`config.mk`:
```
export PLATFORM = sky130hd
export DESIGN_NAME = lutr_top
export DESIGN_NICKNAME = d
export VERILOG_FILES = /design/src/lutr_lut16.v /design/src/lutr_top.v
export VERILOG_INCLUDE_DIRS = /design/src
export SDC_FILE = /design/constraint.sdc
export NUM_CORES = 1
export LEC_CHECK = 0
export ABC_AREA = 1
export ABC_CLOCK_PERIOD_IN_PS = 2320
export BUFFER_PORTS_ARGS = -buffer_cell sky130_fd_sc_hd__buf_2
export CAP_MARGIN = 15
export CORE_MARGIN = 2
export CORE_UTILIZATION = 55
export CTS_CLUSTER_SIZE = 16
export DETAILED_ROUTE_END_ITERATION = 16
export PLACE_DENSITY = 0.8
export SYNTH_ARGS = -nofsm -noshare
export SYNTH_HDL_FRONTEND = slang
export SYNTH_HIERARCHICAL = 1
export SYNTH_SLANG_ARGS = --single-unit
```
`constraint.sdc`:
```
create_clock -name clk -period 2.32 [get_ports clk]
set_input_delay 0.116 -clock clk [delete_from_list [all_inputs] [get_ports clk]]
set_output_delay 0.116 -clock clk [all_outputs]
set_load 0.02 [all_outputs]
```
`src/lutr_map.vh`:
```
/*
  Register map, field positions, mode codes and reset values of the
  lookup-table RAM block. Assumes inclusion by bare name from design files.
*/
`ifndef LUTR_MAP_VH
`define LUTR_MAP_VH

// ==========================================================================
// register byte offsets (apb, one aligned word each)
`define LUTR_OFS_CTRL 8'h00
`define LUTR_OFS_STATUS 8'h04
`define LUTR_OFS_CONT_LO 8'h08
`define LUTR_OFS_CONT_HI 8'h0C

// ==========================================================================
// control fields
`define LUTR_CTRL_MODE_LSB 0
`define LUTR_CTRL_MODE_MSB 1
`define LUTR_CTRL_FALL_BIT 2
`define LUTR_CTRL_RELOAD_BIT 8

// ==========================================================================
// status fields
`define LUTR_STAT_CNT_LSB 0
`define LUTR_STAT_CNT_MSB 7
`define LUTR_STAT_LAST_LSB 8
`define LUTR_STAT_LAST_MSB 12

// ==========================================================================
// memory organisations
`define LUTR_MODE_SP16 2'h0
`define LUTR_MODE_DUAL 2'h1
`define LUTR_MODE_SP32 2'h2
`define LUTR_MODE_DP16 2'h3

// ==========================================================================
// reset and preload values
`define LUTR_RST_MODE 2'h0
`define LUTR_RST_FALL 1'b0
`define LUTR_RST_CNT 8'h00
`define LUTR_RST_LAST 5'h00
`define LUTR_INIT_LO 16'h0000
`define LUTR_INIT_HI 16'h0000

`endif

```
`src/lutr_lut16.v`:
```
/*
  One 16x1 lookup-table memory: clocked write, combinational read, preload
  value loaded at configuration and on a reload pulse.
  Assumes write strobes are synchronous to clk; carries no reset on purpose.
*/
`timescale 1ns/100ps
`include "lutr_map.vh"

module lutr_lut16 #(
  parameter [15:0] INIT = `LUTR_INIT_LO
) (
  // clock
  input wire clk,
  // write side
  input wire wr_pulse,
  input wire [3:0] wr_addr,
  input wire wr_data,
  input wire reload,
  // read side
  input wire [3:0] rd_addr,
  output wire rd_data,
  output wire [15:0] bits
);

  // ========================================================================
  // storage
  reg [15:0] mem_r;

  initial begin
    mem_r = INIT;
  end

  // no reset term, contents survive set/reset
  // write pulse stores the captured bit
  always @(posedge clk) begin
    if (reload) begin
      mem_r <= INIT;
    end else if (wr_pulse) begin
      mem_r[wr_addr] <= wr_data;
    end
  end

  assign rd_data = mem_r[rd_addr];
  assign bits = mem_r;

endmodule

```
`src/lutr_top.v`:
```
/*
  Lookup-table RAM cell: two 16x1 arrays organised as single-port 16x1,
  two independent 16x1, single-port 32x1 or dual-port 16x1, plus an APB3
  slave for organisation, write-edge polarity, reload and status.
  Assumes user memory ports come from logic on clk (no synchronisers), and
  that rst_b is the global set/reset of the cell's flip-flops.
*/
// The APB slave port and the register offsets were decided locally.
`timescale 1ns/100ps
`include "lutr_map.vh"

// Function
// - writes only on a clock edge, reads combinational from the address
// - organisations: 16x1, two 16x1, 32x1; dual-port is 16x1 only
// - 16x1 mode: 16 bits, one 4-bit address for write and read
// - two-array mode: separate address and data, shared enable and clock
// - 32x1 mode: 32 bits, 5-bit address, extra input is fifth bit
// - dual-port: primary address reads and writes, secondary only reads
// - edge captures address, data, enable; a later pulse stores it
// - write edge selectable rising (default) or falling
// - write enable is active high, no inversion option
// - primary output follows contents at the current address
// - overwriting the read location updates the output after the write
// - dual-port allows write and secondary read together, any addresses
// - lower array uses primary address, shown on primary output
// - upper array written at primary address, read at secondary address
// - configuration loads preload contents, zero when none given
// - contents only set at configuration, untouched by set/reset
module lutr_top #(
  parameter [15:0] INIT_LO = `LUTR_INIT_LO,
  parameter [15:0] INIT_HI = `LUTR_INIT_HI
) (
  // clock and reset
  input wire clk,
  input wire rst_b,
  // apb slave
  input wire psel,
  input wire penable,
  input wire pwrite,
  input wire [7:0] paddr,
  input wire [31:0] pwdata,
  output wire [31:0] prdata,
  output wire pready,
  output wire pslverr,
  // memory write side
  input wire write_enable,
  input wire [1:0] write_data_in,
  input wire [3:0] primary_address,
  input wire upper_address_bit,
  input wire [3:0] second_array_address,
  // memory read side
  input wire [3:0] secondary_read_address,
  output wire primary_read_out,
  output wire second_array_read_out,
  output wire secondary_read_out
);

  // ========================================================================
  // declarations
  reg [1:0] mode_r;
  reg wclk_fall_r;
  reg reload_r;
  reg [7:0] wr_cnt_r;
  reg [4:0] last_addr_r;
  reg [31:0] prdata_r;
  reg pready_r;
  reg pslverr_r;
  // rising-edge capture
  reg cap_p_we_r;
  reg [1:0] cap_p_data_r;
  reg [3:0] cap_p_addr_r;
  reg cap_p_upper_r;
  reg [3:0] cap_p_addr_b_r;
  // falling-edge capture
  reg cap_n_we_r;
  reg [1:0] cap_n_data_r;
  reg [3:0] cap_n_addr_r;
  reg cap_n_upper_r;
  reg [3:0] cap_n_addr_b_r;
  // selected capture
  wire cap_we;
  wire [1:0] cap_data;
  wire [3:0] cap_addr;
  wire cap_upper;
  wire [3:0] cap_addr_b;
  // per-array steering
  reg [1:0] arr_we;
  reg [7:0] arr_waddr;
  reg [1:0] arr_wdata;
  reg [7:0] arr_raddr;
  wire [1:0] arr_rdata;
  wire [31:0] arr_bits;
  // bus decode
  wire apb_access;
  wire apb_done;
  reg [31:0] rd_word;
  reg rd_hit;

  // ========================================================================
  // write capture on the rising edge

  // rising edge path, idle when falling is chosen
  // enable taken as is, active high
  always @(posedge clk or negedge rst_b) begin
    if (!rst_b) begin
      cap_p_we_r <= 1'b0;
      cap_p_data_r <= 2'h0;
      cap_p_addr_r <= 4'h0;
      cap_p_upper_r <= 1'b0;
      cap_p_addr_b_r <= 4'h0;
    end else begin
      cap_p_we_r <= write_enable & ~wclk_fall_r;
      cap_p_data_r <= write_data_in;
      cap_p_addr_r <= primary_address;
      cap_p_upper_r <= upper_address_bit;
      cap_p_addr_b_r <= second_array_address;
    end
  end

  // ========================================================================
  // write capture on the falling edge

  // falling edge path, independent of the bus flops' edge
  always @(negedge clk or negedge rst_b) begin
    if (!rst_b) begin
      cap_n_we_r <= 1'b0;
      cap_n_data_r <= 2'h0;
      cap_n_addr_r <= 4'h0;
      cap_n_upper_r <= 1'b0;
      cap_n_addr_b_r <= 4'h0;
    end else begin
      cap_n_we_r <= write_enable & wclk_fall_r;
      cap_n_data_r <= write_data_in;
      cap_n_addr_r <= primary_address;
      cap_n_upper_r <= upper_address_bit;
      cap_n_addr_b_r <= second_array_address;
    end
  end

  // captured set chosen by polarity, pulse on next rising edge
  // flipping polarity mid-stream may drop one captured write; keep it static
  assign cap_we = wclk_fall_r ? cap_n_we_r : cap_p_we_r;
  assign cap_data = wclk_fall_r ? cap_n_data_r : cap_p_data_r;
  assign cap_addr = wclk_fall_r ? cap_n_addr_r : cap_p_addr_r;
  assign cap_upper = wclk_fall_r ? cap_n_upper_r : cap_p_upper_r;
  assign cap_addr_b = wclk_fall_r ? cap_n_addr_b_r : cap_p_addr_b_r;

  // ========================================================================
  // organisation steering

  always @* begin
    arr_we = 2'h0;
    arr_waddr = {cap_addr, cap_addr};
    arr_wdata = {cap_data[0], cap_data[0]};
    arr_raddr = {primary_address, primary_address};
    case (mode_r)
      // one address for write and read
      `LUTR_MODE_SP16: begin
        arr_we = {1'b0, cap_we};
      end
      // own address and data, shared enable
      `LUTR_MODE_DUAL: begin
        arr_we = {cap_we, cap_we};
        arr_waddr = {cap_addr_b, cap_addr};
        arr_wdata = cap_data;
        arr_raddr = {second_array_address, primary_address};
      end
      `LUTR_MODE_SP32: begin
        arr_we = {cap_we & cap_upper, cap_we & ~cap_upper};
      end
      // upper array written at primary address
      `LUTR_MODE_DP16: begin
        arr_we = {cap_we, cap_we};
        arr_raddr = {secondary_read_address, primary_address};
      end
      default: begin
        arr_we = 2'h0;
      end
    endcase
  end

  // ========================================================================
  // the two arrays
  genvar g;
  generate
    for (g = 0; g < 2; g = g + 1) begin : g_arr
      lutr_lut16 #(
        .INIT(g == 0 ? INIT_LO : INIT_HI)
      ) u_lut (
        .clk(clk),
        .wr_pulse(arr_we[g]),
        .wr_addr(arr_waddr[g*4 +: 4]),
        .wr_data(arr_wdata[g]),
        .reload(reload_r),
        .rd_addr(arr_raddr[g*4 +: 4]),
        .rd_data(arr_rdata[g]),
        .bits(arr_bits[g*16 +: 16])
      );
    end
  endgenerate

  // ========================================================================
  // read outputs

  // combinational read, no flop, so written data shows at once
  // lower array drives the primary output
  // live fifth bit picks the half
  assign primary_read_out = (mode_r == `LUTR_MODE_SP32 && upper_address_bit) ?
                            arr_rdata[1] : arr_rdata[0];
  // ports the mode lacks read 0, so a stale mode never leaks the upper array
  assign second_array_read_out = (mode_r == `LUTR_MODE_DUAL) ? arr_rdata[1] : 1'b0;
  // upper array on the secondary output
  assign secondary_read_out = (mode_r == `LUTR_MODE_DP16) ? arr_rdata[1] : 1'b0;

  // ========================================================================
  // write statistics

  // count of stored writes and the last written location
  // a store lost to a reload is not counted, so the count matches the arrays
  always @(posedge clk or negedge rst_b) begin
    if (!rst_b) begin
      wr_cnt_r <= `LUTR_RST_CNT;
      last_addr_r <= `LUTR_RST_LAST;
    end else if (cap_we && !reload_r) begin
      wr_cnt_r <= wr_cnt_r + 8'h01;
      last_addr_r <= {cap_upper & (mode_r == `LUTR_MODE_SP32), cap_addr};
    end
  end

  // ========================================================================
  // apb slave

  // one wait state: pready rises at the end of the first access cycle
  assign apb_access = psel & penable;
  assign apb_done = apb_access & pready_r;

  // read mux and address decode
  // unmapped offsets answer with an error and zero data
  always @* begin
    rd_word = 32'h0000_0000;
    rd_hit = 1'b1;
    case (paddr)
      `LUTR_OFS_CTRL: begin
        rd_word[`LUTR_CTRL_MODE_MSB:`LUTR_CTRL_MODE_LSB] = mode_r;
        rd_word[`LUTR_CTRL_FALL_BIT] = wclk_fall_r;
      end
      `LUTR_OFS_STATUS: begin
        rd_word[`LUTR_STAT_CNT_MSB:`LUTR_STAT_CNT_LSB] = wr_cnt_r;
        rd_word[`LUTR_STAT_LAST_MSB:`LUTR_STAT_LAST_LSB] = last_addr_r;
      end
      `LUTR_OFS_CONT_LO: begin
        rd_word[15:0] = arr_bits[15:0];
      end
      `LUTR_OFS_CONT_HI: begin
        rd_word[15:0] = arr_bits[31:16];
      end
      default: begin
        rd_hit = 1'b0;
      end
    endcase
  end

  // answer phase flops; data is zero outside the answer cycle
  always @(posedge clk or negedge rst_b) begin
    if (!rst_b) begin
      pready_r <= 1'b0;
      prdata_r <= 32'h0000_0000;
      pslverr_r <= 1'b0;
    end else if (apb_access && !pready_r) begin
      pready_r <= 1'b1;
      prdata_r <= pwrite ? 32'h0000_0000 : rd_word;
      pslverr_r <= ~rd_hit;
    end else begin
      pready_r <= 1'b0;
      prdata_r <= 32'h0000_0000;
      pslverr_r <= 1'b0;
    end
  end

  // control register; writes land only at the completing edge
  // reload is a configuration step, set/reset never clears contents
  always @(posedge clk or negedge rst_b) begin
    if (!rst_b) begin
      mode_r <= `LUTR_RST_MODE;
      wclk_fall_r <= `LUTR_RST_FALL;
      reload_r <= 1'b0;
    end else begin
      reload_r <= 1'b0;
      if (apb_done && pwrite && paddr == `LUTR_OFS_CTRL) begin
        mode_r <= pwdata[`LUTR_CTRL_MODE_MSB:`LUTR_CTRL_MODE_LSB];
        wclk_fall_r <= pwdata[`LUTR_CTRL_FALL_BIT];
        reload_r <= pwdata[`LUTR_CTRL_RELOAD_BIT];
      end
    end
  end

  // bus outputs straight from flops
  assign prdata = prdata_r;
  assign pready = pready_r;
  assign pslverr = pslverr_r;

endmodule

```
Word-level counts from Yosys, hierarchy flattened --
Cells that the tools add are included.
Word-level totals: bits in registers 107, bits of input ports 61
Operators by class: eq/ne operators 6, bitwise logic cells 10, reductions and logical operators 13, muxes and demuxes 31, magnitude comparators 6, add/subtract/negate cells 1
Operator list (number):
- 16-bit bitwise mux | 2
- 32-bit 2-to-1 mux | 1
- 10-bit case mux with 3 select lines | 1
- 4-bit by 5-bit < comparator with 1-bit output, second input constant | 4
- 8-bit by 4-bit equality test with 1-bit output, second input constant | 2
- 16-bit 2-to-1 mux | 1
- 8-bit case mux with 2 select lines | 1
- 1-bit 2-to-1 mux | 13
- 3-bit case mux with 4 select lines | 1
- 8-bit by 1-bit adder with 8-bit output, second input constant | 1
- 1-bit binary-select mux with 4-bit select | 2
- 1-bit demux with 4-bit select | 2
- 8-bit by 3-bit equality test with 1-bit output, second input constant | 1
- 4-bit by 1-bit >= comparator with 1-bit output, second input constant | 2
- 8-bit zero test | 1
- 4-bit 2-to-1 mux | 2
- 8-bit 2-to-1 mux | 1
- 1-bit AND | 7
- 1-bit logical AND | 7
- 2-bit case mux with 3 select lines | 1
- 3-bit case mux with 2 select lines | 1
- 2-bit equality test, second input constant | 2
- 2-bit 2-to-1 mux | 2
- 4-bit OR reduction | 1
- other kinds (5) | 8

Logic depth before layout (Yosys ltp) --
depth after elaboration 7, mapped depth 16

Cells and area by module --
The synthesis kept the hierarchy.
By module, submodules not included:
- lutr_top | instances 1, cells an instance 365, area an instance 2872.8 um^2, seq. area each 1476.4 um^2
- lutr_lut16 | instances 2, cells an instance 143, area an instance 919.6 um^2, seq. area each 320.3 um^2

==> impl.org <==
** STA
- The count of endpoints failing hold in the final timing report was 0.
- RSZ-0062 raised after global routing :: yes
- Across all setup checks in the final design, the least slack found is -318 ps.
- After routing, the total negative slack on setup checks comes to -9900 ps.
- Remaining max-slew budget at the tightest pin :: 0.582
- Slew Limit Fails :: 0
- Final worst clock skew :: 31.2 ps
- Setup Viol. Count Final :: 42
- For the pin with the worst max-slew slack, the measured transition is 626 ps.

** Flow run
- The tool flagged a number of max-cap violations equal to 0.

** Routing
- Summed over all layers, the routed wires come to 14.6 mm.
- In this run, the number of DRC markers left after iteration 0 of detailed routing was 464.
- The first detailed-routing pass ran for 6 iterations.
- Routed wire per std cell :: 16.6 um
- After detailed routing, no signal wire sits above met4.
- The detail route stage leaves a number of antenna-violating nets equal to 0.
- In the detailed route, the total length drawn on met2 is 7.21 mm.
- Number of vias per cell :: 5.63
- Summed over all nets, wire length on met3 after detailed routing comes to 1.18 mm.
- Met1 Wirelength :: 5.57 mm
- Overall via count from detail_route :: 4,956
- In the routed design, unresolved DRC markers number 0.

** Synth
- Synth Flop Type :: dfrtp_1
- Synth Area per Inst :: 7.24 um2
- The synthesized netlist occupies a cell area of 4710 um2.
- Number of distinct library cells after synthesis :: 34
- Of all flip-flops after synthesis, the portion carrying an async set or reset was 0.648.
- Of the synthesized area, sequential elements account for 0.449.
- Area share of the leading cell type in the synthesized netlist :: 0.250
- The synthesized design contains 0 enable-type register cells.
- Top cells by area, synth :: dfrtp_1 (25%), dfxtp_1 (14%), nand2_1 (14%)
- Counting flops and latches in the post-synthesis netlist gives 91.
- Yosys warns :: 6
- Synthesis produced 651 cells.
- Synth area leader :: dfrtp_1

** Global route
- Global-route wire length before repair :: 21.8 mm
- Largest net degree at the start of global routing :: 28
- Total global routing track utilization :: 0.312
- Number of antenna violations at the first check in global routing :: 0
- Vias in the first global route :: 4,674
- Summed over all layers, the global routing overflow is 0.

** Floorplan
- The floorplan has 33 rows.
- Core footprint :: 8260 um2
- DIE AREA :: 9320 um2
- Die X :: 96.6 um
- Starting utilization of the core area :: 0.571
- Vertical die dimension :: 96.6 um
- Number of top-level pins :: 98

** Critical path
- For the worst setup path, the data arrival time is 2900 ps.
- The worst setup path is launched from a register.
- Top fanout value on the critical path :: 5
- Delay contributed by the slowest stage of the critical path :: 420 ps
- STA classifies the critical path endpoint as a register.
- The setup path with the least slack is of type reg -> reg.
- Slowest library cell on the worst path :: dfrtn_1
- Register-to-register setup slack :: -320 ps
- The signal on the critical path passes through o21ai_2, nor2_2, nor2_2, nor2_4, buf_12, buf_16, nand2_2, o21ai_2, a21oi_2.
- Required time reported for the critical path endpoint :: 2580 ps

** Placed design
- Detailed Place HPWL :: 9.79 mm
- In this run, placement finished with an instance count of 836.
- After detailed placement, the total cell area comes to 5350 um2.
- Prior to clock tree synthesis, the placed netlist has a worst setup slack of -381 ps.
- At the end of routability-driven placement, the weighted congestion stood at 0.968.
- The count of buffers added on input and output ports is 53.

** Outcome
- The final reports fail on negative setup slack.
- Status :: complete, but fails checks

** Power and ir drop
- In this run the static leakage power is 3.04 nW.
- Switching share of power :: 0.339
- Cell-internal power :: 0.00261 W
- Clock network power share :: 0.280
- The worst-case IR drop observed on VDD is 0.000340 V.
- Net switching component of the power :: 0.00134 W
- Logic pwr share :: 0.217
- Of the total power, registers draw 0.503.
- For this design the ratio of total power to cell area is 626 nW/um2.

** Clock tree
- CTS buffer count :: 9
- Clock-pin slew on the worst setup and hold paths :: 90 ps
- Root Driver :: clkbuf_8
- The clock passes through at most 2 buffers.
- Clk_lat worst skew :: 370 ps
- TritonCTS built the clock tree.
- Clock net sink count :: 91
- The H-tree was split into 3 levels.

** Cells and area
- Filler-free cell count of the finished design :: 881
- Commonest cells after routing, fill and taps aside :: nand2_1 (144), nor2_1 (65), inv_1 (57)
- Area added between synthesis and finish :: 33.9%
- The library cell used most frequently in the layout, excluding fill and tap cells, is nand2_1.
- Diodes inserted :: 0
- Measured on the finished design, the core utilization comes to 0.764.
- Final-stage net count :: 833
- Final cell area excluding filler cells :: 6310 um2
- In the final layout, the share of cells above drive strength 1 is 0.343.

** Hold path
- The path class of the tightest hold or removal check is in -> reg.
[worst paths after layout]
check                         startpoint                      to  cells after the start
min in group asynchronous          rst_b              cap_p_we_r                      2
max in group asynchronous          rst_b       cap_n_addr_b_r[0]                      2
min                            pwdata[2]             wclk_fall_r                      3
min reg2reg                       pready                  pready                      1
max                        cap_n_upper_r  g_arr[1].u_lut/bits[8]                      9
max reg2reg                cap_n_upper_r  g_arr[1].u_lut/bits[8]                      9
[registers in the layout (all words and copies together) (netlist names), 2 cells and up]
signal and count:
mode_r 2, cap_p_data_r 2, cap_p_addr_r 4, g_arr.u_lut/bits 32, cap_n_data_r 2, wr_cnt_r 8, cap_n_addr_r 4, last_addr_r 5
cap_n_addr_b_r 4, prdata 16, cap_p_addr_b_r 4
[stage by stage]
step | hold WS (ps) | power (W)
after floorplan | -180 | 0.00241
after global placement | 145 | 0.00264
after detailed placement | 156 | 0.00268
after CTS | 1.17 | 0.00382
after global routing | 11.5 | 0.00412
final | 1.62 | 0.00395
[kinds of logic (layout without fill, tap and decap cells)]
| logic type | Yosys count | count (layout) | synth area share |
|---|---|---|---|
| buffers and inverters | 121 | 231 | 0.117 |
| flip-flops | 91 | 91 | 0.449 |
| other | 1 | 16 | 0.000796 |
| AND/OR/NAND/NOR | 347 | 347 | 0.323 |
| AO/OA/AOI/OAI | 85 | 85 | 0.0977 |
| XOR/XNOR | 5 | 5 | 0.00929 |
| adder cells (fa/ha/maj) | 1 | 1 | 0.00265 |
[cell usage after synthesis (2+ instances only)]
library cell and instances:
nor2_4 6, nand2_1 170, inv_2 14, inv_1 68
o21ai_1 29, nand3_2 2, nor2_2 10, clkbuf_1 2
nand2_2 5, a211oi_2 3, a31oi_1 4, dfxtp_1 32
xor2_1 4, a21oi_1 36, clkinv_1 5, or2_1 2
nand3_1 56, dfrtp_1 47, o21ai_0 10, dfrtn_1 12
buf_2 11, nor2_1 77, nand4_1 16, buf_4 20
[layer usage]
| metal | global-route usage | up-vias |
|---|---|---|
| met2 | 0.533 | 315 |
| met3 | 0.0597 | 63 |
| met5 | 0 | - |
| li1 | - | 2271 |
| met4 | 0.167 | 0 |
| met1 | 0.372 | 2307 |
[power by group through the flow]
stage	sequential, W	clock [W]	combinational, W
3_5_place_dp	0.00200	0	0.000678
3_3_place_gp	0.00199	0	0.000645
6_report	0.00199	0.00111	0.000858
4_1_cts	0.00197	0.00110	0.000754
5_1_grt	0.00201	0.00117	0.000945
2_1_floorplan	0.00192	0	0.000490
[worst max-delay path: cells and delay by family (launching register included)]
kind,cells,cell delay (ps)
AO/OA/AOI/OAI,3,290
flip-flops,1,420
AND/OR/NAND/NOR,4,430
buffers and inverters,2,240
[repair_timing]
| action | CTS | global route |
|---|---|---|
| buffers inserted | 7 | 9 |
| pin swaps | 40 | 29 |
| gates cloned | 1 | 0 |
| gates resized for setup | 60 | 77 |
| endpoints found under the hold margin | 25 | 0 |
| setup endpoints to repair | 40 | 46 |
| hold buffers | 14 | 0 |
[cell type report]
class                   count  area [um2]
clock inverters             6        51.3
flip-flops and latches     91        2120
clock buffers              10         149
well taps                 105         131
multi-input cells         454        2530
fillers                   562        1950
repair buffers            128         976
inverters                  87         353
No activity file was read; power rests on OpenSTA's default activity.
